`config.mk`:
```
export PLATFORM = sky130hd
export DESIGN_NAME = bcd_ops_unit
export DESIGN_NICKNAME = d
export VERILOG_FILES = /design/src/rtl/bcd_ops_pkg.sv /design/src/rtl/bcd_ops_unit.sv
export VERILOG_INCLUDE_DIRS = /design/src /design/src/rtl
export SDC_FILE = /design/constraint.sdc
export NUM_CORES = 1
export LEC_CHECK = 0
export BUFFER_PORTS_ARGS = -buffer_cell sky130_fd_sc_hd__buf_4
export CORE_MARGIN = 2
export CORE_UTILIZATION = 53
export CTS_BUF_LIST = sky130_fd_sc_hd__clkbuf_4
export DETAILED_ROUTE_END_ITERATION = 8
export PLACE_DENSITY = 0.82
export SLEW_MARGIN = 30
export SYNTH_ARGS = -nofsm -noshare
export SYNTH_HDL_FRONTEND = slang
export SYNTH_SLANG_ARGS = --single-unit
export TNS_END_PERCENT = 1
```
`constraint.sdc`:
```
create_clock -name i_core_clk -period 4.2 [get_ports i_core_clk]
set_input_delay 0.21 -clock i_core_clk [delete_from_list [all_inputs] [get_ports i_core_clk]]
set_output_delay 0.21 -clock i_core_clk [all_outputs]
set_load 0.03 [all_outputs]
```
`src/rtl/bcd_ops_consts.svh`:
```
`ifndef BCD_OPS_CONSTS_SVH
`define BCD_OPS_CONSTS_SVH
// Behaviour
// - invert in place: memory byte inverted and written back, zero flag updated
// - invert to accumulator: inverted byte into accumulator, memory untouched, zero updated
// - decimal adjust: accumulator value corrected to valid bcd and stored to memory byte, accumulator unchanged
// - low nibble above 9 or half carry set: add 6 to low nibble
// - high nibble above 9 or carry set: add 6 to high nibble
// - decimal adjust touches only carry; carry set when decimal sum exceeds 99

// ****************************************
// data widths and constants
// ****************************************
`define BCD_DATA_W 8
`define BCD_NIB_W 4
`define BCD_NIB_MAX 4'h9
`define BCD_NIB_ADJ 4'h6
`define BCD_LO_ADJ 9'h006
`define BCD_HI_ADJ 9'h060
`define BCD_CARRY_BIT 8

// ****************************************
// reset values
// ****************************************
`define BCD_ACC_RST 8'h00
`define BCD_FLAG_RST 1'b0
`define BCD_DATA_RST 8'h00
`define BCD_ZERO_BYTE 8'h00

`endif

```
`src/rtl/bcd_ops_pkg.sv`:
```
package bcd_ops_pkg;
    // ****************************************
    // operation select and sequencer states
    // ****************************************
    typedef enum logic [1:0] {
        op_none,
        invert_in_place_op,
        invert_to_accumulator_op,
        decimal_adjust_op
    } op_code_e;

    typedef enum logic [0:0] {
        st_idle,
        st_exec
    } seq_state_e;
endpackage

```
`src/rtl/bcd_ops_unit.sv`:
```
`timescale 1ns/10ps
`include "bcd_ops_consts.svh"
module bcd_ops_unit (
    input wire logic i_core_clk,
    input wire logic i_srst,
    input wire logic i_op_valid,
    input wire bcd_ops_pkg::op_code_e i_op_code,
    input wire logic [7:0] i_mem_rdata,
    input wire logic i_acc_load,
    input wire logic [7:0] i_acc_wdata,
    input wire logic i_flag_load,
    input wire logic i_zero_in,
    input wire logic i_carry_in,
    input wire logic i_half_carry_in,
    output logic o_busy,
    output logic o_done,
    output logic o_mem_we,
    output logic [7:0] o_mem_wdata,
    output logic [7:0] o_acc,
    output logic o_zero_flag,
    output logic o_carry_flag,
    output logic o_half_carry_flag
);

    // ****************************************
    // helpers
    // ****************************************

    // zero test of an eight bit result
    function automatic logic is_zero(input logic [7:0] value);
        is_zero = (value == `BCD_ZERO_BYTE);
    endfunction

    // a bcd digit above nine needs the six step correction
    function automatic logic nibble_over_nine(input logic [3:0] nib);
        nibble_over_nine = (nib > `BCD_NIB_MAX);
    endfunction

    // ****************************************
    // state
    // ****************************************
    bcd_ops_pkg::seq_state_e state_r;
    bcd_ops_pkg::seq_state_e state_nxt;
    // registered copy of the state decode, drives o_busy
    logic busy_r;
    logic busy_nxt;
    bcd_ops_pkg::op_code_e op_r;
    bcd_ops_pkg::op_code_e op_nxt;
    logic [7:0] operand_r;
    logic [7:0] operand_nxt;
    logic [7:0] accumulator_reg_r;
    logic [7:0] accumulator_reg_nxt;
    logic zero_r;
    logic zero_nxt;
    logic carry_r;
    logic carry_nxt;
    logic half_carry_flag_r;
    logic half_carry_flag_nxt;
    logic done_r;
    logic done_nxt;
    logic mem_we_r;
    logic mem_we_nxt;
    logic [7:0] mem_wdata_r;
    logic [7:0] mem_wdata_nxt;

    // datapath intermediates
    logic [7:0] inverted;
    logic lo_fix;
    logic hi_fix;
    logic [8:0] lo_sum;
    logic [8:0] adj_sum;
    logic take;

    // ****************************************
    // sequencer and request capture
    // ****************************************

    // a request counts only while idle and only for a real operation
    assign take = (state_r == bcd_ops_pkg::st_idle) && i_op_valid
        && (i_op_code != bcd_ops_pkg::op_none);

    // a request is taken only while idle; the operand is latched with it
    // requests while busy are dropped, the caller waits for done
    always_comb begin
        state_nxt = state_r;
        op_nxt = op_r;
        operand_nxt = operand_r;
        case (state_r)
            bcd_ops_pkg::st_idle: begin
                if (take) begin
                    state_nxt = bcd_ops_pkg::st_exec;
                    op_nxt = i_op_code;
                    operand_nxt = i_mem_rdata;
                end
            end
            bcd_ops_pkg::st_exec: begin
                state_nxt = bcd_ops_pkg::st_idle; // one execute cycle per operation
            end
            default: begin
                state_nxt = bcd_ops_pkg::st_idle;
            end
        endcase
        busy_nxt = (state_nxt == bcd_ops_pkg::st_exec); // registered so o_busy is a flop
    end

    // sequencer registers; synchronous reset parks it idle
    always_ff @(posedge i_core_clk) begin
        if (i_srst) begin
            state_r <= bcd_ops_pkg::st_idle;
            busy_r <= 1'b0;
            op_r <= bcd_ops_pkg::op_none;
            operand_r <= `BCD_DATA_RST;
        end else begin
            state_r <= state_nxt;
            busy_r <= busy_nxt;
            op_r <= op_nxt;
            operand_r <= operand_nxt;
        end
    end

    // ****************************************
    // arithmetic
    // ****************************************

    // complement of the latched memory byte
    assign inverted = ~operand_r;

    // low nibble correction on the accumulator
    // nine bits wide so the carry out of the low fix is not lost
    assign lo_fix = nibble_over_nine(accumulator_reg_r[3:0]) || half_carry_flag_r;
    assign lo_sum = {1'b0, accumulator_reg_r} + (lo_fix ? `BCD_LO_ADJ : 9'h000);

    // high nibble correction, judged after the low nibble fix has rippled up
    // a carry out of the low fix means the sum has already passed 99
    assign hi_fix = nibble_over_nine(lo_sum[7:4]) || carry_r || lo_sum[`BCD_CARRY_BIT];
    assign adj_sum = lo_sum + (hi_fix ? `BCD_HI_ADJ : 9'h000);

    // ****************************************
    // execute: accumulator, flags, memory write
    // ****************************************

    // results land at the execute cycle; outside it the load ports may update state
    always_comb begin
        accumulator_reg_nxt = accumulator_reg_r;
        zero_nxt = zero_r;
        carry_nxt = carry_r;
        half_carry_flag_nxt = half_carry_flag_r;
        done_nxt = 1'b0;
        mem_we_nxt = 1'b0;
        mem_wdata_nxt = mem_wdata_r;
        // core loads first, so an operation result below overrides them
        if (i_acc_load) begin
            accumulator_reg_nxt = i_acc_wdata;
        end
        if (i_flag_load) begin
            zero_nxt = i_zero_in;
            carry_nxt = i_carry_in;
            half_carry_flag_nxt = i_half_carry_in;
        end
        // the execute cycle writes the fields its operation owns; decimal adjust also holds zero and half carry, dropping a flag load
        if (state_r == bcd_ops_pkg::st_exec) begin
            done_nxt = 1'b1;
            case (op_r)
                bcd_ops_pkg::invert_in_place_op: begin
                    mem_we_nxt = 1'b1;
                    mem_wdata_nxt = inverted;
                    zero_nxt = is_zero(inverted);
                end
                bcd_ops_pkg::invert_to_accumulator_op: begin
                    accumulator_reg_nxt = inverted;
                    zero_nxt = is_zero(inverted);
                end
                bcd_ops_pkg::decimal_adjust_op: begin
                    mem_we_nxt = 1'b1;
                    mem_wdata_nxt = adj_sum[7:0];
                    // the accumulator keeps its value; the result goes to memory
                    // only carry may move, and only upward
                    carry_nxt = carry_r | adj_sum[`BCD_CARRY_BIT] | hi_fix;
                    zero_nxt = zero_r;
                    half_carry_flag_nxt = half_carry_flag_r;
                end
                // op_none never reaches execute; nothing to write
                default: begin
                    done_nxt = 1'b1;
                end
            endcase
        end
    end

    // result registers; every output below except o_busy is one of these
    always_ff @(posedge i_core_clk) begin
        if (i_srst) begin
            accumulator_reg_r <= `BCD_ACC_RST;
            zero_r <= `BCD_FLAG_RST;
            carry_r <= `BCD_FLAG_RST;
            half_carry_flag_r <= `BCD_FLAG_RST;
            done_r <= 1'b0;
            mem_we_r <= 1'b0;
            mem_wdata_r <= `BCD_DATA_RST;
        end else begin
            accumulator_reg_r <= accumulator_reg_nxt;
            zero_r <= zero_nxt;
            carry_r <= carry_nxt;
            half_carry_flag_r <= half_carry_flag_nxt;
            done_r <= done_nxt;
            mem_we_r <= mem_we_nxt;
            mem_wdata_r <= mem_wdata_nxt;
        end
    end

    // ****************************************
    // outputs, all straight from flip-flops
    // ****************************************
    assign o_busy = busy_r;
    assign o_done = done_r;
    assign o_mem_we = mem_we_r;
    assign o_mem_wdata = mem_wdata_r;
    assign o_acc = accumulator_reg_r;
    assign o_zero_flag = zero_r;
    assign o_carry_flag = carry_r;
    assign o_half_carry_flag = half_carry_flag_r;

endmodule // bcd_ops_unit

```
### Yosys cells after proc, flatten, opt, wreduce, memory -nomap -nowiden

Index checks and enable logic that the tools add are counted.

| word-level totals | value |
|---|---|
| word-level logic and storage cells | 54 |
| register bits after elaboration | 32 |

| cells by class | value |
|---|---|
| reductions and logical operators | 13 |
| mux-type cells | 19 |
| bitwise operators | 4 |
| add/subtract/negate cells | 2 |
| equality and inequality tests | 4 |
| $lt $le $gt $ge | 2 |

Operator list:

| kind | number |
|---|---|
| 2-to-1 mux 8 bit | 3 |
| one-hot mux 8 bit (2 select lines) | 1 |
| 2-to-1 mux 1 bit | 11 |
| adder 8 x 3 -> 9 bit | 1 |
| adder 9 x 7 -> 9 bit | 1 |
| > comparator 4 bit (second input constant) | 2 |
| logical NOT 8 bit | 1 |
| inverter 8 bit | 1 |
| 2-to-1 mux 7 bit | 1 |
| OR reduction 2 bit | 3 |
| == test 2 bit (second input constant) | 2 |
| one-hot mux 1 bit (2 select lines) | 2 |
| AND reduction 2 bit | 2 |
| nonzero test 2 bit | 2 |
| logical OR 1 bit | 3 |
| 2-to-1 mux 3 bit | 1 |
| == test 2 x 1 -> 1 bit (second input constant) | 1 |
| logical AND 1 bit | 2 |
| inequality test 2 bit (second input constant) | 1 |
| bitwise OR 1 bit | 2 |
| inverter 1 bit | 1 |

### Longest topological paths before layout

Gate-level depths: netlist of the first run.

| depth | value |
|---|---|
| depth in word-level cells | 13 |
| gate-level depth with buffers | 16 |
| depth with buffers taken out | 15 |

### Worst setup path after synthesis of the first run

OpenSTA, ideal clock, no wires.

| path | value |
|---|---|
| kind | register -> register |
| start point | reg accumulator_reg_r[2] (netlist: o_acc[2]) |
| end point | reg mem_wdata_r[7] (netlist: o_mem_wdata[7]) |
| arrival time | 3.493 ns |
| setup time | 0.131 ns |
| required time | 4.069 ns |
| path slack | 0.576 ns |
| period minus slack after synthesis | 3.624 ns |
| stages on the path, launching flop included | 16 |
| path through | dfxtp_1 -> o21ai_0 -> nand2b_1 -> ha_1 -> fa_1 -> nand3_1 -> nor4_1 -> a311oi_2 -> inv_1 -> ha_1 -> inv_1 -> fa_1 -> or3b_2 -> a211o_1 -> o2111ai_1 -> o31ai_1 |

| on the way | value |
|---|---|
| word-level cells in the longest chain between the ends | 10 |

RTL lines:

| element | RTL line | RTL |
|---|---|---|
| from (decl) | bcd_ops_unit.sv:51 | `logic [7:0] accumulator_reg_r;` |
| from (signal assigned) | bcd_ops_unit.sv:193 | `` accumulator_reg_r <= `BCD_ACC_RST; `` |
| from (signal assigned) | bcd_ops_unit.sv:201 | `accumulator_reg_r <= accumulator_reg_nxt;` |
| > comparator 4 bit (no line) | - |  |
| logical OR 1 bit | bcd_ops_unit.sv:130 | `assign lo_fix = nibble_over_nine(accumulator_reg_r[3:0]) \|\| half_carry_flag_r;` |
| 2-to-1 mux 3 bit | bcd_ops_unit.sv:131 | `` assign lo_sum = {1'b0, accumulator_reg_r} + (lo_fix ? `BCD_LO_ADJ : 9'h000); `` |
| adder 8 x 3 -> 9 bit * | bcd_ops_unit.sv:131 |  |
| > comparator 4 bit (no line) | - |  |
| logical OR 1 bit (2 in series) | bcd_ops_unit.sv:135 | `` assign hi_fix = nibble_over_nine(lo_sum[7:4]) \|\| carry_r \|\| lo_sum[`BCD_CARRY_BIT]; `` |
| 2-to-1 mux 7 bit | bcd_ops_unit.sv:136 | `` assign adj_sum = lo_sum + (hi_fix ? `BCD_HI_ADJ : 9'h000); `` |
| adder 9 x 7 -> 9 bit * | bcd_ops_unit.sv:136 |  |
| one-hot mux 8 bit (2 select lines) * | bcd_ops_unit.sv:163 | `case (op_r)` |
| to (signal assigned) | bcd_ops_unit.sv:199 | `` mem_wdata_r <= `BCD_DATA_RST; `` |
| to (signal assigned) | bcd_ops_unit.sv:207 | `mem_wdata_r <= mem_wdata_nxt;` |
| to (decl) | bcd_ops_unit.sv:63 | `logic [7:0] mem_wdata_r;` |

Mark *: on every way between the ends. The rest lies on a longest branch, timed or not.
A chain may end at the register's enable or synchronous reset.

### Worst setup path in the final report of the first run

| path | value |
|---|---|
| start point | reg accumulator_reg_r[3] (netlist: o_acc[3]) |
| end point | reg mem_wdata_r[7] (netlist: o_mem_wdata[7]) |

The elaborated chain is that of the path after synthesis.

==> flow_summary.html, run 1 <==
<table>
<tr><th>Metric</th><th>Value</th></tr>
<tr><th colspan="2">Status</th></tr>
<tr><td>Result of the run</td><td>finished clean</td></tr>
<tr><th colspan="2">CTS</th></tr>
<tr><td>Number of levels in the clock H-tree</td><td>2</td></tr>
<tr><td>Clock tree root driver cell</td><td>sky130_fd_sc_hd__clkbuf_4</td></tr>
<tr><td>Post CTS Setup Buffer Count</td><td>0</td></tr>
<tr><td>Quantity of gates resized following cts</td><td>0</td></tr>
<tr><td>CTS Hold Buffers Added</td><td>0</td></tr>
<tr><td>Clock tree sinks</td><td>32</td></tr>
<tr><td>Clk pin slew, worst setup/hold paths</td><td>0.10 ns</td></tr>
<tr><td>Longest Clk Path Bufs</td><td>2</td></tr>
<tr><td>Cts bufs inserted</td><td>5</td></tr>
<tr><td>Clock insertion delay at the later pin of the skew report</td><td>0.35 ns</td></tr>
<tr><td>Clock tree from TritonCTS</td><td>done</td></tr>
<tr><th colspan="2">Timing</th></tr>
<tr><td>Final setup viols</td><td>0</td></tr>
<tr><td>Clock Skews</td><td>0.00584 ns</td></tr>
<tr><td>Setup TNS Final</td><td>0 ns</td></tr>
<tr><td>RSZ-0062 raised after global routing</td><td>false</td></tr>
<tr><td>Number of max-slew violations in the final report</td><td>0</td></tr>
<tr><td>Fmax</td><td>0.269 GHz</td></tr>
<tr><td>Final critical-path share of the clock period</td><td>88.5%</td></tr>
<tr><td>Final Hold Viols</td><td>0</td></tr>
<tr><td>Time the worst path needs with I/O delays and setup</td><td>3.72 ns</td></tr>
<tr><td>Actual slew at the worst max-slew pin</td><td>0.656 ns</td></tr>
<tr><td>Max-slew headroom</td><td>56.2%</td></tr>
<tr><th colspan="2">Cells and area</th></tr>
<tr><td>Share of the core filled with cells</td><td>69.9%</td></tr>
<tr><td>Most common library cell in the layout ignoring fill and taps</td><td>sky130_fd_sc_hd__buf_4</td></tr>
<tr><td>Filler cell count in the final layout</td><td>252</td></tr>
<tr><td>Share of final-layout standard cells stronger than drive strength 1</td><td>25.2%</td></tr>
<tr><td>Area added between synthesis and finish</td><td>25.5%</td></tr>
<tr><td>Number of nets in the layout</td><td>268</td></tr>
<tr><td>Leading cell types in the layout, fill and taps excluded</td><td>47 x sky130_fd_sc_hd__buf_4, 32 x sky130_fd_sc_hd__dfxtp_1, 20 x sky130_fd_sc_hd__a211oi_1</td></tr>
<tr><td>Final antenna diode count</td><td>0</td></tr>
<tr><th colspan="2">GRT</th></tr>
<tr><td>Grt met2 use</td><td>35.2%</td></tr>
<tr><td>Overall fraction of global-route tracks in use</td><td>23.5%</td></tr>
<tr><td>Global-route met3 utilization</td><td>5.54%</td></tr>
<tr><td>Pin count of the biggest net entering global routing</td><td>34</td></tr>
<tr><td>Via count of the first global-routing pass</td><td>1333</td></tr>
<tr><td>Most used routing layer in global routing</td><td>met2</td></tr>
<tr><td>Number of antenna violations at the first check in global routing</td><td>0</td></tr>
<tr><td>Total gr overflow</td><td>0</td></tr>
<tr><td>Met1 capacity usage during global routing</td><td>30.9%</td></tr>
<tr><td>Global-route wire length before repair</td><td>6210 um</td></tr>
<tr><th colspan="2">Critical path</th></tr>
<tr><td>Data required time at the worst endpoint</td><td>4.43 ns</td></tr>
<tr><td>Reg2reg end</td><td>o_mem_wdata[7]$_SDFFE_PP0P_</td></tr>
<tr><td>Largest fanout on the critical path</td><td>9</td></tr>
<tr><td>Length in cells of the worst reg-to-reg path</td><td>15</td></tr>
<tr><td>Setup slack on the worst flop-to-flop path</td><td>0.48 ns</td></tr>
<tr><td>Crit. End Element</td><td>register</td></tr>
<tr><td>Setup crit start kind</td><td>register</td></tr>
<tr><td>Launch point of the worst reg-to-reg path</td><td>o_acc[3]$_SDFF_PP0_</td></tr>
<tr><td>Data arrival time of the worst path</td><td>3.95 ns</td></tr>
<tr><td>Class of the most critical setup path</td><td>register to register</td></tr>
<tr><th colspan="2">Synthesis</th></tr>
<tr><td>Net count after synthesis</td><td>226</td></tr>
<tr><td>Number of enable flip-flop cells after synthesis</td><td>0</td></tr>
<tr><td>Register area share after synthesis</td><td>38.0%</td></tr>
<tr><td>Synth Instances</td><td>191</td></tr>
<tr><td>Syn_area_per_cell</td><td>8.83 sq um</td></tr>
<tr><td>Number of synthesized register bits</td><td>32</td></tr>
<tr><td>Fraction of synthesis flops using an asynchronous set or reset pin</td><td>0%</td></tr>
<tr><td>Main flop type after synthesis</td><td>sky130_fd_sc_hd__dfxtp_1</td></tr>
<tr><td>Total of warnings raised by yosys</td><td>0</td></tr>
<tr><td>Distinct cells, synth</td><td>40</td></tr>
<tr><td>Synth Cell Area</td><td>1690 sq um</td></tr>
<tr><th colspan="2">Floorplanning</th></tr>
<tr><td>Die area</td><td>3650 sq um</td></tr>
<tr><td>Core Box Area</td><td>3030 sq um</td></tr>
<tr><td>Floorplan die width</td><td>60.4 um</td></tr>
<tr><td>DIE HEIGHT</td><td>60.4 um</td></tr>
<tr><td>Floorplan row count</td><td>20</td></tr>
<tr><td>Effective utilization at floorplan</td><td>55.7%</td></tr>
<tr><td>Top Ports</td><td>48</td></tr>
<tr><th colspan="2">Placement</th></tr>
<tr><td># port buffers</td><td>47</td></tr>
<tr><td>Detailed placement HPWL</td><td>2830 um</td></tr>
<tr><td>Routability cong.</td><td>0.918</td></tr>
<tr><th colspan="2">Routing</th></tr>
<tr><td>DRC violation count after routing</td><td>0</td></tr>
<tr><td>Number of DRC markers in iteration 0</td><td>73</td></tr>
<tr><td>Via density</td><td>5.50</td></tr>
<tr><td>Average detailed-routed wire length per instance</td><td>14.0 um</td></tr>
<tr><td>Remaining antenna violation count</td><td>0</td></tr>
<tr><td>DR vias</td><td>1530</td></tr>
<tr><td>Overall routed net length</td><td>3900 um</td></tr>
<tr><td>Detailed-routing iteration count for the pre-antenna-repair pass</td><td>4</td></tr>
<tr><th colspan="2">Hold path</th></tr>
<tr><td>Worst hold start</td><td>i_mem_rdata[1]</td></tr>
<tr><td>Worst hold path stage count</td><td>3</td></tr>
<tr><td>Endpoint with the worst hold slack</td><td>operand_r[1]$_SDFFE_PP0P_</td></tr>
<tr><td>Path class of the lowest-slack min-delay path</td><td>primary input to register</td></tr>
<tr><th colspan="2">Pwr</th></tr>
<tr><td>Lkg Pwr</td><td>0.874 nW</td></tr>
<tr><td>Worst ir drop on vdd</td><td>0.231 mV</td></tr>
<tr><td>PD cells</td><td>329 nW/um^2</td></tr>
<tr><th colspan="2">Flow run</th></tr>
<tr><td>Maximum capacitance violations</td><td>0</td></tr>
</table>
## cell usage after synthesis (2+ instances only)
cell type / number / area, sq um
sky130_fd_sc_hd__a211oi_1: 20 / 150
sky130_fd_sc_hd__nand3_1: 5 / 25.0
sky130_fd_sc_hd__nor4_1: 2 / 12.5
sky130_fd_sc_hd__nor2b_1: 11 / 68.8
sky130_fd_sc_hd__mux2i_1: 11 / 110
sky130_fd_sc_hd__buf_2: 4 / 20.0
sky130_fd_sc_hd__nor3_1: 5 / 25.0
sky130_fd_sc_hd__inv_1: 8 / 30.0
sky130_fd_sc_hd__o21a_1: 3 / 22.5
sky130_fd_sc_hd__o2111ai_1: 3 / 26.3
sky130_fd_sc_hd__nor2_1: 19 / 71.3
sky130_fd_sc_hd__nand3b_1: 2 / 15.0
sky130_fd_sc_hd__ha_1: 7 / 87.6
sky130_fd_sc_hd__xnor2_1: 2 / 17.5
sky130_fd_sc_hd__nand2b_1: 2 / 12.5
sky130_fd_sc_hd__o21ai_0: 2 / 10.0
sky130_fd_sc_hd__clkbuf_1: 7 / 26.3
sky130_fd_sc_hd__a21oi_1: 10 / 50.1
sky130_fd_sc_hd__nand2_1: 14 / 52.6
sky130_fd_sc_hd__nand4_1: 2 / 12.5
sky130_fd_sc_hd__fa_1: 2 / 40.0
sky130_fd_sc_hd__dfxtp_1: 32 / 641
## cell type report
cell class / count / area, sq um / share of cell area, %
multi-input combinational: 139 / 958 / 45.3
timing repair buffer: 47 / 353 / 16.7
sequential: 32 / 641 / 30.3
inverter: 8 / 30.0 / 1.42
clock buffer: 5 / 37.5 / 1.77
tap: 44 / 55.1 / 2.60
clock inverter: 3 / 42.5 / 2.01
## power by group
group / total [mW] / internal (mW) / switching, mW
logic: 0.120 / 0.0562 / 0.0640
clock network: 0.237 / 0.124 / 0.113
registers: 0.340 / 0.319 / 0.0212
## worst max path at each step
| stage | startpoint | to | slack (ns) | depth (start not counted) |
|---|---|---|---|---|
| floorplan | o_acc[2]$_SDFF_PP0_ | o_mem_wdata[7]$_SDFFE_PP0P_ | 0.58 | 15 |
| global placement | o_acc[3]$_SDFF_PP0_ | o_mem_wdata[7]$_SDFFE_PP0P_ | 0.63 | 15 |
| detailed placement | o_acc[3]$_SDFF_PP0_ | o_mem_wdata[7]$_SDFFE_PP0P_ | 0.49 | 15 |
| CTS | o_acc[3]$_SDFF_PP0_ | o_mem_wdata[7]$_SDFFE_PP0P_ | 0.48 | 15 |
| global route | o_acc[3]$_SDFF_PP0_ | o_mem_wdata[7]$_SDFFE_PP0P_ | 0.06 | 15 |
| finish | o_acc[3]$_SDFF_PP0_ | o_mem_wdata[7]$_SDFFE_PP0P_ | 0.48 | 15 |
## flip-flops by register name, summed over array words and instances (netlist names), 2 cells and up
name / count
operand_r: 8
o_mem_wdata: 8
op_r: 2
o_acc: 8
## metal layers
layer / part of all wire (%) / vias up / wire (um)
met5: 0 / - / 0
met4: 3.2 / 0 / 123
met3: 5.8 / 13 / 227
met2: 46 / 53 / 1790
met1: 45 / 691 / 1760
li1: - / 773 / -
## kinds of logic (layout without fill, tap and decap cells)
group	after synthesis	after routing	share of synthesized area [%]
and+or+nand+nor	69	69	20.7
AOI/OAI and AO/OA	47	47	20.5
DFF	32	32	38.0
buffers and inverters	20	63	5.19
muxes	11	11	6.53
adders and majority gates	9	9	7.57
xor gates and xnor gates	3	3	1.56
## worst max-delay path: stages, from the launching register on
cell                        delay [ns]
sky130_fd_sc_hd__dfxtp_1          0.49
sky130_fd_sc_hd__o21ai_0          0.14
sky130_fd_sc_hd__nand2b_1         0.16
sky130_fd_sc_hd__ha_1             0.23
sky130_fd_sc_hd__fa_1             0.25
sky130_fd_sc_hd__nand3_1          0.22
sky130_fd_sc_hd__nor4_1           0.38
sky130_fd_sc_hd__a311oi_2         0.13
sky130_fd_sc_hd__inv_1            0.12
sky130_fd_sc_hd__ha_1             0.16
sky130_fd_sc_hd__inv_1            0.05
sky130_fd_sc_hd__fa_1             0.41
sky130_fd_sc_hd__or3b_2           0.46
sky130_fd_sc_hd__a211o_1          0.26
sky130_fd_sc_hd__o2111ai_1        0.07
sky130_fd_sc_hd__o31ai_1          0.08
## per-stage QoR
step / worst slack, ns / instance area, sq um / hold slack, ns / instances / power [mW]
after floorplan: 0.576 / 1690 / 0.282 / 191 / 0.418
after global routing: 0.0634 / 2120 / 0.0846 / 278 / 0.732
final: 0.484 / 2120 / 0.0912 / 278 / 0.697
after CTS: 0.482 / 2120 / 0.0884 / 278 / 0.700
after detailed placement: 0.494 / 2040 / 0.451 / 270 / 0.467
after global placement: 0.633 / 2040 / 0.445 / 270 / 0.465
No activity file was read; power rests on OpenSTA's default activity.
==> run 2, diff against run 1 <==
--- a/config.mk
+++ b/config.mk
@@ -11,7 +11,10 @@
 export CORE_UTILIZATION = 53
 export CTS_BUF_LIST = sky130_fd_sc_hd__clkbuf_4
 export DETAILED_ROUTE_END_ITERATION = 8
+export GPL_TIMING_DRIVEN = 1
 export PLACE_DENSITY = 0.82
+export REMOVE_ABC_BUFFERS = 1
+export SKIP_CTS_REPAIR_TIMING = 1
 export SLEW_MARGIN = 30
 export SYNTH_ARGS = -nofsm -noshare
 export SYNTH_HDL_FRONTEND = slang
==> flow_summary.html, run 2 (same netlist as run 1, synthesis figures left out) <==
<table>
<tr><th>Metric</th><th>Value</th></tr>
<tr><th colspan="2">Routing</th></tr>
<tr><td>Remaining antenna violation count</td><td>0 (unchanged)</td></tr>
<tr><td>Number of DRC markers in iteration 0</td><td>75 (was 73)</td></tr>
<tr><td>Detailed-routing iteration count for the pre-antenna-repair pass</td><td>4 (unchanged)</td></tr>
<tr><td>Overall routed net length</td><td>3810 um (was 3900 um)</td></tr>
<tr><td>Average detailed-routed wire length per instance</td><td>13.7 um (was 14.0 um)</td></tr>
<tr><td>DRC violation count after routing</td><td>0 (unchanged)</td></tr>
<tr><td>Via density</td><td>5.60 (was 5.50)</td></tr>
<tr><td>DR vias</td><td>1558 (was 1530)</td></tr>
<tr><th colspan="2">Timing</th></tr>
<tr><td>Clock Skews</td><td>0.00843 ns (was 0.00584 ns)</td></tr>
<tr><td>Worst slack on hold paths</td><td>0.107 ns (was 0.0912 ns)</td></tr>
<tr><td>Max-slew headroom</td><td>49.0% (was 56.2%)</td></tr>
<tr><td>Time the worst path needs with I/O delays and setup</td><td>3.76 ns (was 3.72 ns)</td></tr>
<tr><td>Final setup viols</td><td>0 (unchanged)</td></tr>
<tr><td>Final critical-path share of the clock period</td><td>89.6% (was 88.5%)</td></tr>
<tr><td>Setup TNS Final</td><td>0 ns (unchanged)</td></tr>
<tr><td>Fmax</td><td>0.266 GHz (was 0.269 GHz)</td></tr>
<tr><td>Number of max-slew violations in the final report</td><td>0 (unchanged)</td></tr>
<tr><td>RSZ-0062 raised after global routing</td><td>false (unchanged)</td></tr>
<tr><td>Final Hold Viols</td><td>0 (unchanged)</td></tr>
<tr><td>Actual slew at the worst max-slew pin</td><td>0.765 ns (was 0.656 ns)</td></tr>
<tr><th colspan="2">CTS</th></tr>
<tr><td>Clock tree sinks</td><td>32 (unchanged)</td></tr>
<tr><td>Clock insertion delay at the later pin of the skew report</td><td>0.34 ns (was 0.35 ns)</td></tr>
<tr><td>Clk pin slew, worst setup/hold paths</td><td>0.10 ns (about the same)</td></tr>
<tr><td>Number of levels in the clock H-tree</td><td>2 (unchanged)</td></tr>
<tr><td>Longest Clk Path Bufs</td><td>2 (unchanged)</td></tr>
<tr><td>Clock tree from TritonCTS</td><td>done (unchanged)</td></tr>
<tr><td>Cts bufs inserted</td><td>5 (unchanged)</td></tr>
<tr><td>Clock tree root driver cell</td><td>sky130_fd_sc_hd__clkbuf_4 (unchanged)</td></tr>
<tr><th colspan="2">Cells and area</th></tr>
<tr><td>Filler cell count in the final layout</td><td>261 (was 252)</td></tr>
<tr><td>Number of nets in the layout</td><td>268 (unchanged)</td></tr>
<tr><td>Share of the core filled with cells</td><td>69.1% (was 69.9%)</td></tr>
<tr><td>Share of final-layout standard cells stronger than drive strength 1</td><td>24.8% (was 25.2%)</td></tr>
<tr><td>Final antenna diode count</td><td>0 (unchanged)</td></tr>
<tr><td>Most common library cell in the layout ignoring fill and taps</td><td>sky130_fd_sc_hd__buf_4 (unchanged)</td></tr>
<tr><td>Area added between synthesis and finish</td><td>24.1% (was 25.5%)</td></tr>
<tr><td>Post-route insts no fill</td><td>278 (unchanged)</td></tr>
<tr><td>Leading cell types in the layout, fill and taps excluded</td><td>47 x sky130_fd_sc_hd__buf_4, 32 x sky130_fd_sc_hd__dfxtp_1, 20 x sky130_fd_sc_hd__a211oi_1 (unchanged)</td></tr>
<tr><th colspan="2">Critical path</th></tr>
<tr><td>Largest fanout on the critical path</td><td>9 (unchanged)</td></tr>
<tr><td>Data arrival time of the worst path</td><td>3.99 ns (was 3.95 ns)</td></tr>
<tr><td>Data required time at the worst endpoint</td><td>4.42 ns (was 4.43 ns)</td></tr>
<tr><td>Crit. End Element</td><td>register (unchanged)</td></tr>
<tr><td>Class of the most critical setup path</td><td>register to register (unchanged)</td></tr>
<tr><td>Setup crit start kind</td><td>register (unchanged)</td></tr>
<tr><th colspan="2">Flow run</th></tr>
<tr><td>Maximum capacitance violations</td><td>0 (unchanged)</td></tr>
<tr><th colspan="2">Pwr</th></tr>
<tr><td>Part of the total power dissipated in sequential elements</td><td>53.2% (was 48.8%)</td></tr>
<tr><td>Proportion of total power due to net switching</td><td>28.9% (was 28.4%)</td></tr>
<tr><td>Portion of total power attributed to the clock network</td><td>27.9% (was 34.0%)</td></tr>
<tr><td>Lkg Pwr</td><td>0.867 nW (was 0.874 nW)</td></tr>
<tr><td>Final total power</td><td>0.636 mW (was 0.697 mW)</td></tr>
<tr><td>PD cells</td><td>304 nW/um^2 (was 329 nW/um^2)</td></tr>
<tr><td>Comb pwr share</td><td>18.9% (was 17.2%)</td></tr>
<tr><td>Worst ir drop on vdd</td><td>0.265 mV (was 0.231 mV)</td></tr>
<tr><td>Net switching component of the power</td><td>0.184 mW (was 0.198 mW)</td></tr>
<tr><td>Design internal power</td><td>0.452 mW (was 0.499 mW)</td></tr>
<tr><th colspan="2">Placement</th></tr>
<tr><td>Routability cong.</td><td>0.922 (was 0.918)</td></tr>
<tr><td>Cell count after placement</td><td>270 (unchanged)</td></tr>
<tr><td>Detailed placement HPWL</td><td>2740 um (was 2830 um)</td></tr>
<tr><td># port buffers</td><td>47 (unchanged)</td></tr>
<tr><th colspan="2">GRT</th></tr>
<tr><td>Via count of the first global-routing pass</td><td>1387 (was 1333)</td></tr>
<tr><td>Most used routing layer in global routing</td><td>met2 (unchanged)</td></tr>
<tr><td>Pin count of the biggest net entering global routing</td><td>34 (unchanged)</td></tr>
<tr><td>Global-route wire length before repair</td><td>6260 um (was 6210 um)</td></tr>
<tr><td>Met1 capacity usage during global routing</td><td>30.4% (was 30.9%)</td></tr>
<tr><td>Total gr overflow</td><td>0 (unchanged)</td></tr>
<tr><td>Number of antenna violations at the first check in global routing</td><td>0 (unchanged)</td></tr>
<tr><td>Global-route met3 utilization</td><td>8.10% (was 5.54%)</td></tr>
<tr><td>Grt met2 use</td><td>36.5% (was 35.2%)</td></tr>
<tr><td>Overall fraction of global-route tracks in use</td><td>23.5% (about the same)</td></tr>
<tr><th colspan="2">Floorplanning</th></tr>
<tr><td>Core Box Area</td><td>3030 sq um (unchanged)</td></tr>
<tr><td>Die area</td><td>3650 sq um (unchanged)</td></tr>
<tr><td>Effective utilization at floorplan</td><td>55.7% (unchanged)</td></tr>
<tr><td>Top Ports</td><td>48 (unchanged)</td></tr>
<tr><td>DIE HEIGHT</td><td>60.4 um (unchanged)</td></tr>
<tr><td>Floorplan die width</td><td>60.4 um (unchanged)</td></tr>
<tr><td>Floorplan row count</td><td>20 (unchanged)</td></tr>
<tr><th colspan="2">Status</th></tr>
<tr><td>Result of the run</td><td>finished clean (unchanged)</td></tr>
<tr><th colspan="2">Hold path</th></tr>
<tr><td>Path class of the lowest-slack min-delay path</td><td>primary input to register (unchanged)</td></tr>
</table>
==> run 2: cell count changes in the layout (fill, tap and decap cells not counted), sizes merged <==
cell	previous run	this run
clkinvlp	1	0
bufinv	1	0
clkbuf	5	7
==> run 2: worst max-delay path: stages (launching register included) <==
cell	delay (ns)
sky130_fd_sc_hd__dfxtp_1	0.48
sky130_fd_sc_hd__o21ai_0	0.14
sky130_fd_sc_hd__nand2b_1	0.16
sky130_fd_sc_hd__ha_1	0.23
sky130_fd_sc_hd__fa_1	0.24
sky130_fd_sc_hd__nand3_1	0.23
sky130_fd_sc_hd__nor4_1	0.38
sky130_fd_sc_hd__a311oi_2	0.13
sky130_fd_sc_hd__inv_1	0.12
sky130_fd_sc_hd__ha_1	0.17
sky130_fd_sc_hd__inv_1	0.05
sky130_fd_sc_hd__fa_1	0.41
sky130_fd_sc_hd__or3b_2	0.46
sky130_fd_sc_hd__a211o_1	0.27
sky130_fd_sc_hd__o2111ai_1	0.09
sky130_fd_sc_hd__o31ai_1	0.09
==> run 2: metrics by stage <==
| stage | cell area [sq um] | worst slack (ns) |
|---|---|---|
| after floorplan | 1630 | 0.568 |
| after global placement | 2040 | 0.657 |
| after detailed placement | 2040 | 0.456 |
| after CTS | 2090 | 0.444 |
| after global routing | 2090 | 0.0351 |
| final | 2090 | 0.436 |
==> run 2: cell type report <==
class	count	area (sq um)	share of cell area [%]
Clock buffer	7	52.6	2.51
Clock inverter	1	3.75	0.179
Inverter	8	30.0	1.43
Multi-Input combinational cell	139	958	45.8
Sequential cell	32	641	30.6
Tap cell	44	55.1	2.63
Timing Repair Buffer	47	353	16.9
==> run 2: routing by layer <==
| layer | share of wire, % | vias up |
|---|---|---|
| met5 | 0 | - |
| met4 | 1.6 | 0 |
| met3 | 6.9 | 8 |
| met2 | 46 | 59 |
| met1 | 46 | 717 |
| li1 | - | 774 |
==> run 2: path summary, 6_finish.rpt <==
path,slack [ns],cells past startpoint,from,endpoint
max,0.44,15,o_acc[3]$_SDFF_PP0_,o_mem_wdata[7]$_SDFFE_PP0P_
min,0.11,3,i_mem_rdata[4],operand_r[4]$_SDFFE_PP0P_
min reg2reg,0.46,2,o_mem_wdata[6]$_SDFFE_PP0P_,o_mem_wdata[6]$_SDFFE_PP0P_
max reg2reg,0.44,15,o_acc[3]$_SDFF_PP0_,o_mem_wdata[7]$_SDFFE_PP0P_
==> run 2: power by group through the flow <==
stage	Sequential, mW	Combinational [mW]	Clock, mW
floorplan	0.359	0.0518	0
detailed placement	0.345	0.120	0
CTS	0.338	0.121	0.183
global route	0.342	0.132	0.200
global placement	0.345	0.119	0
finish	0.338	0.120	0.178
==> run 3, diff against run 2 <==
--- a/config.mk
+++ b/config.mk
@@ -6,13 +6,15 @@
 export SDC_FILE = /design/constraint.sdc
 export NUM_CORES = 1
 export LEC_CHECK = 0
+export ABC_AREA = 1
 export BUFFER_PORTS_ARGS = -buffer_cell sky130_fd_sc_hd__buf_4
 export CORE_MARGIN = 2
 export CORE_UTILIZATION = 53
 export CTS_BUF_LIST = sky130_fd_sc_hd__clkbuf_4
 export DETAILED_ROUTE_END_ITERATION = 8
 export GPL_TIMING_DRIVEN = 1
-export PLACE_DENSITY = 0.82
+export HOLD_SLACK_MARGIN = 0.06
+export PLACE_DENSITY = 0.83
 export REMOVE_ABC_BUFFERS = 1
 export SKIP_CTS_REPAIR_TIMING = 1
 export SLEW_MARGIN = 30
==> flow_summary.html, run 3 <==
<table>
<tr><th>Metric</th><th>Value</th></tr>
<tr><th colspan="2">Timing</th></tr>
<tr><td>Setup TNS Final</td><td>0 ns (unchanged)</td></tr>
<tr><td>Least setup slack across all paths after layout</td><td>1.09 ns (was 0.436 ns)</td></tr>
<tr><td>Fmax</td><td>0.321 GHz (was 0.266 GHz)</td></tr>
<tr><td>Number of max-slew violations in the final report</td><td>0 (unchanged)</td></tr>
<tr><td>Final setup viols</td><td>0 (unchanged)</td></tr>
<tr><td>Actual slew at the worst max-slew pin</td><td>0.581 ns (was 0.765 ns)</td></tr>
<tr><td>RSZ-0062 raised after global routing</td><td>false (unchanged)</td></tr>
<tr><td>Final critical-path share of the clock period</td><td>74.2% (was 89.6%)</td></tr>
<tr><td>Clock Skews</td><td>0.0100 ns (was 0.00843 ns)</td></tr>
<tr><td>Final Hold Viols</td><td>0 (unchanged)</td></tr>
<tr><td>Max-slew headroom</td><td>61.2% (was 49.0%)</td></tr>
<tr><td>Time the worst path needs with I/O delays and setup</td><td>3.11 ns (was 3.76 ns)</td></tr>
<tr><th colspan="2">Routing</th></tr>
<tr><td>Remaining antenna violation count</td><td>0 (unchanged)</td></tr>
<tr><td>Overall routed net length</td><td>3730 um (was 3810 um)</td></tr>
<tr><td>Number of DRC markers in iteration 0</td><td>44 (was 75)</td></tr>
<tr><td>DR vias</td><td>1557 (was 1558)</td></tr>
<tr><td>Average detailed-routed wire length per instance</td><td>12.7 um (was 13.7 um)</td></tr>
<tr><td>DRC violation count after routing</td><td>0 (unchanged)</td></tr>
<tr><td>Detailed-routing iteration count for the pre-antenna-repair pass</td><td>4 (unchanged)</td></tr>
<tr><td>Via density</td><td>5.31 (was 5.60)</td></tr>
<tr><th colspan="2">Synthesis</th></tr>
<tr><td>Combinational family with the most area after synthesis</td><td>compound AO/OA/AOI/OAI gates (was simple AND/OR/NAND/NOR gates)</td></tr>
<tr><td>Mux share of post-synthesis cell area</td><td>3.16% (was 6.53%)</td></tr>
<tr><td>Distinct cells, synth</td><td>28 (was 40)</td></tr>
<tr><td>Register area share after synthesis</td><td>39.5% (was 38.0%)</td></tr>
<tr><td>Number of synthesized register bits</td><td>32 (unchanged)</td></tr>
<tr><td>Main flop type after synthesis</td><td>sky130_fd_sc_hd__dfxtp_1 (unchanged)</td></tr>
<tr><td>Most frequent cells after synthesis</td><td>37 x sky130_fd_sc_hd__a21oi_1, 32 x sky130_fd_sc_hd__dfxtp_1, 29 x sky130_fd_sc_hd__o21ai_0, 25 x sky130_fd_sc_hd__inv_1, 21 x sky130_fd_sc_hd__nand2_1 (was 32 x sky130_fd_sc_hd__dfxtp_1, 20 x sky130_fd_sc_hd__a211oi_1, 19 x sky130_fd_sc_hd__nor2_1, 14 x sky130_fd_sc_hd__nand2_1)</td></tr>
<tr><td>Syn_area_per_cell</td><td>7.69 sq um (was 8.83 sq um)</td></tr>
<tr><td>Total of warnings raised by yosys</td><td>0 (unchanged)</td></tr>
<tr><td>Compound-cell area share of the yosys netlist</td><td>25.0% (was 20.5%)</td></tr>
<tr><td>Adder-cell area share of the yosys netlist</td><td>7.86% (was 7.57%)</td></tr>
<tr><td>Largest cells by area after synthesis</td><td>sky130_fd_sc_hd__dfxtp_1 39%, sky130_fd_sc_hd__a21oi_1 11%, sky130_fd_sc_hd__o21ai_0 8.9% (was sky130_fd_sc_hd__dfxtp_1 38%, sky130_fd_sc_hd__a211oi_1 8.9%, sky130_fd_sc_hd__mux2i_1 6.5%)</td></tr>
<tr><td>Dominant cell by count in the synthesized netlist</td><td>sky130_fd_sc_hd__a21oi_1 (was sky130_fd_sc_hd__dfxtp_1)</td></tr>
<tr><td>Cell taking the most area after synthesis</td><td>sky130_fd_sc_hd__dfxtp_1 (unchanged)</td></tr>
<tr><td>Basic-gate share of the synthesized area counting and, or, nand and nor cells</td><td>15.3% (was 20.7%)</td></tr>
<tr><td>Synthesized-area fraction occupied by xor and xnor cells</td><td>1.08% (was 1.56%)</td></tr>
<tr><td>Synth Cell Area</td><td>1620 sq um (was 1690 sq um)</td></tr>
<tr><td>Number of enable flip-flop cells after synthesis</td><td>0 (unchanged)</td></tr>
<tr><td>Fraction of synthesis flops using an asynchronous set or reset pin</td><td>0% (unchanged)</td></tr>
<tr><td>Synth Instances</td><td>211 (was 191)</td></tr>
<tr><td>Area share of the largest cell type after synthesis</td><td>39.5% (was 38.0%)</td></tr>
<tr><th colspan="2">CTS</th></tr>
<tr><td>Longest Clk Path Bufs</td><td>2 (unchanged)</td></tr>
<tr><td>Cts bufs inserted</td><td>5 (unchanged)</td></tr>
<tr><td>Number of levels in the clock H-tree</td><td>2 (unchanged)</td></tr>
<tr><td>Clock tree from TritonCTS</td><td>done (unchanged)</td></tr>
<tr><td>Clock tree root driver cell</td><td>sky130_fd_sc_hd__clkbuf_4 (unchanged)</td></tr>
<tr><td>Clk pin slew, worst setup/hold paths</td><td>0.10 ns (about the same)</td></tr>
<tr><td>Clock insertion delay at the later pin of the skew report</td><td>0.35 ns (was 0.34 ns)</td></tr>
<tr><td>Clock tree sinks</td><td>32 (unchanged)</td></tr>
<tr><th colspan="2">Hold path</th></tr>
<tr><td>Path class of the lowest-slack min-delay path</td><td>primary input to register (unchanged)</td></tr>
<tr><th colspan="2">Cells and area</th></tr>
<tr><td>Number of nets in the layout</td><td>294 (was 268)</td></tr>
<tr><td>Share of final-layout standard cells stronger than drive strength 1</td><td>27.3% (was 24.8%)</td></tr>
<tr><td>Final antenna diode count</td><td>0 (unchanged)</td></tr>
<tr><td>Leading cell types in the layout, fill and taps excluded</td><td>48 x sky130_fd_sc_hd__buf_4, 37 x sky130_fd_sc_hd__a21oi_1, 32 x sky130_fd_sc_hd__dfxtp_1 (was 47 x sky130_fd_sc_hd__buf_4, 32 x sky130_fd_sc_hd__dfxtp_1, 20 x sky130_fd_sc_hd__a211oi_1)</td></tr>
<tr><td>Area added between synthesis and finish</td><td>26.0% (was 24.1%)</td></tr>
<tr><td>Most common library cell in the layout ignoring fill and taps</td><td>sky130_fd_sc_hd__buf_4 (unchanged)</td></tr>
<tr><th colspan="2">GRT</th></tr>
<tr><td>Pin count of the biggest net entering global routing</td><td>26 (was 34)</td></tr>
<tr><td>Overall fraction of global-route tracks in use</td><td>23.3% (was 23.5%)</td></tr>
<tr><td>Via count of the first global-routing pass</td><td>1435 (was 1387)</td></tr>
<tr><td>Number of antenna violations at the first check in global routing</td><td>0 (unchanged)</td></tr>
<tr><td>Global-route wire length before repair</td><td>6040 um (was 6260 um)</td></tr>
<tr><td>Total gr overflow</td><td>0 (unchanged)</td></tr>
<tr><th colspan="2">Pwr</th></tr>
<tr><td>Worst ir drop on vdd</td><td>0.214 mV (was 0.265 mV)</td></tr>
<tr><td>Lkg Pwr</td><td>0.938 nW (was 0.867 nW)</td></tr>
<tr><td>PD cells</td><td>310 nW/um^2 (was 304 nW/um^2)</td></tr>
<tr><th colspan="2">Floorplanning</th></tr>
<tr><td>Effective utilization at floorplan</td><td>54.5% (was 55.7%)</td></tr>
<tr><td>DIE HEIGHT</td><td>59.3 um (was 60.4 um)</td></tr>
<tr><td>Die area</td><td>3520 sq um (was 3650 sq um)</td></tr>
<tr><td>Floorplan row count</td><td>20 (unchanged)</td></tr>
<tr><td>Top Ports</td><td>48 (unchanged)</td></tr>
<tr><td>Floorplan die width</td><td>59.3 um (was 60.4 um)</td></tr>
<tr><td>Core Box Area</td><td>2980 sq um (was 3030 sq um)</td></tr>
<tr><th colspan="2">Placement</th></tr>
<tr><td>Detailed placement HPWL</td><td>2900 um (was 2740 um)</td></tr>
<tr><td>Setup slack at placement</td><td>1.19 ns (was 0.456 ns)</td></tr>
<tr><td># port buffers</td><td>47 (unchanged)</td></tr>
<tr><td>Routability cong.</td><td>0.831 (was 0.922)</td></tr>
<tr><th colspan="2">Critical path</th></tr>
<tr><td>Data arrival time of the worst path</td><td>3.40 ns (was 3.99 ns)</td></tr>
<tr><td>Data required time at the worst endpoint</td><td>4.49 ns (was 4.42 ns)</td></tr>
<tr><td>Setup crit start kind</td><td>register (unchanged)</td></tr>
<tr><td>Largest fanout on the critical path</td><td>6 (was 9)</td></tr>
<tr><td>Class of the most critical setup path</td><td>register to register (unchanged)</td></tr>
<tr><td>Crit. End Element</td><td>register (unchanged)</td></tr>
<tr><th colspan="2">Status</th></tr>
<tr><td>Result of the run</td><td>finished clean (unchanged)</td></tr>
<tr><th colspan="2">Flow run</th></tr>
<tr><td>Maximum capacitance violations</td><td>0 (unchanged)</td></tr>
</table>
## run 3: worst paths after layout
check	start	endpoint	slack, ns	cells past startpoint
hold reg to reg	o_mem_wdata[7]$_SDFFE_PP0P_	o_mem_wdata[7]$_SDFFE_PP0P_	0.50	2
hold / removal	i_srst	o_mem_wdata[7]$_SDFFE_PP0P_	0.07	2
setup reg to reg	o_acc[2]$_SDFF_PP0_	o_mem_wdata[6]$_SDFFE_PP0P_	1.09	15
setup / recovery	o_acc[2]$_SDFF_PP0_	o_mem_wdata[6]$_SDFFE_PP0P_	1.09	15
## run 3: report_power, final
| group | internal [mW] | total (mW) | switching, mW | leakage [nW] |
|---|---|---|---|---|
| clock network | 0.0612 | 0.167 | 0.106 | 0.0324 |
| logic | 0.0538 | 0.130 | 0.0757 | 0.643 |
| registers | 0.322 | 0.337 | 0.0151 | 0.263 |
## run 3: cell type report
class | count | area (sq um)
clock buffer | 5 | 37.5
clock inverter | 3 | 13.8
fill | 263 | 933
inverter | 27 | 101
multi-input combinational | 145 | 850
sequential | 32 | 641
tap | 33 | 41.3
timing repair buffer | 48 | 360
## run 3: per-layer routing
layer	share of wire, %	track usage [%]
met1	43	28.2
met3	4.8	6.77
met5	0	0
met2	50	38.6
met4	2.1	9.42
## run 3: critical path: stages (launching register included)
cell	delay [ns]
sky130_fd_sc_hd__dfxtp_1	0.37
sky130_fd_sc_hd__o21ai_0	0.17
sky130_fd_sc_hd__nand2_1	0.13
sky130_fd_sc_hd__ha_1	0.23
sky130_fd_sc_hd__fa_1	0.46
sky130_fd_sc_hd__nand3_1	0.13
sky130_fd_sc_hd__xor2_1	0.21
sky130_fd_sc_hd__nand2_1	0.09
sky130_fd_sc_hd__nand3_2	0.07
sky130_fd_sc_hd__nand2_2	0.08
sky130_fd_sc_hd__ha_1	0.21
sky130_fd_sc_hd__inv_1	0.07
sky130_fd_sc_hd__fa_1	0.41
sky130_fd_sc_hd__o21ai_0	0.19
sky130_fd_sc_hd__o221ai_1	0.15
sky130_fd_sc_hd__inv_1	0.09
## run 3: through the flow
stage | hold WS (ns) | util, % | power (mW) | area (sq um) | std cells
global route | 0.0647 | 68.7 | 0.668 | 2040 | 293
detailed placement | 0.430 | 66.9 | 0.473 | 1990 | 285
global placement | 0.427 | 66.9 | 0.470 | 1990 | 285
finish | 0.0721 | 68.7 | 0.634 | 2040 | 293
floorplan | 0.272 | - | 0.417 | 1590 | 204
CTS | 0.0580 | 68.7 | 0.638 | 2040 | 293
## run 3: cells by family (layout without fill, tap and decap cells)
logic type / count (synthesis) / count (layout)
flip-flops: 32 / 32
AND/OR/NAND/NOR: 54 / 54
adder cells (fa/ha/maj): 9 / 9
buffers and inverters: 34 / 83
XOR/XNOR: 2 / 2
multiplexers: 5 / 5
AO/OA/AOI/OAI: 75 / 75
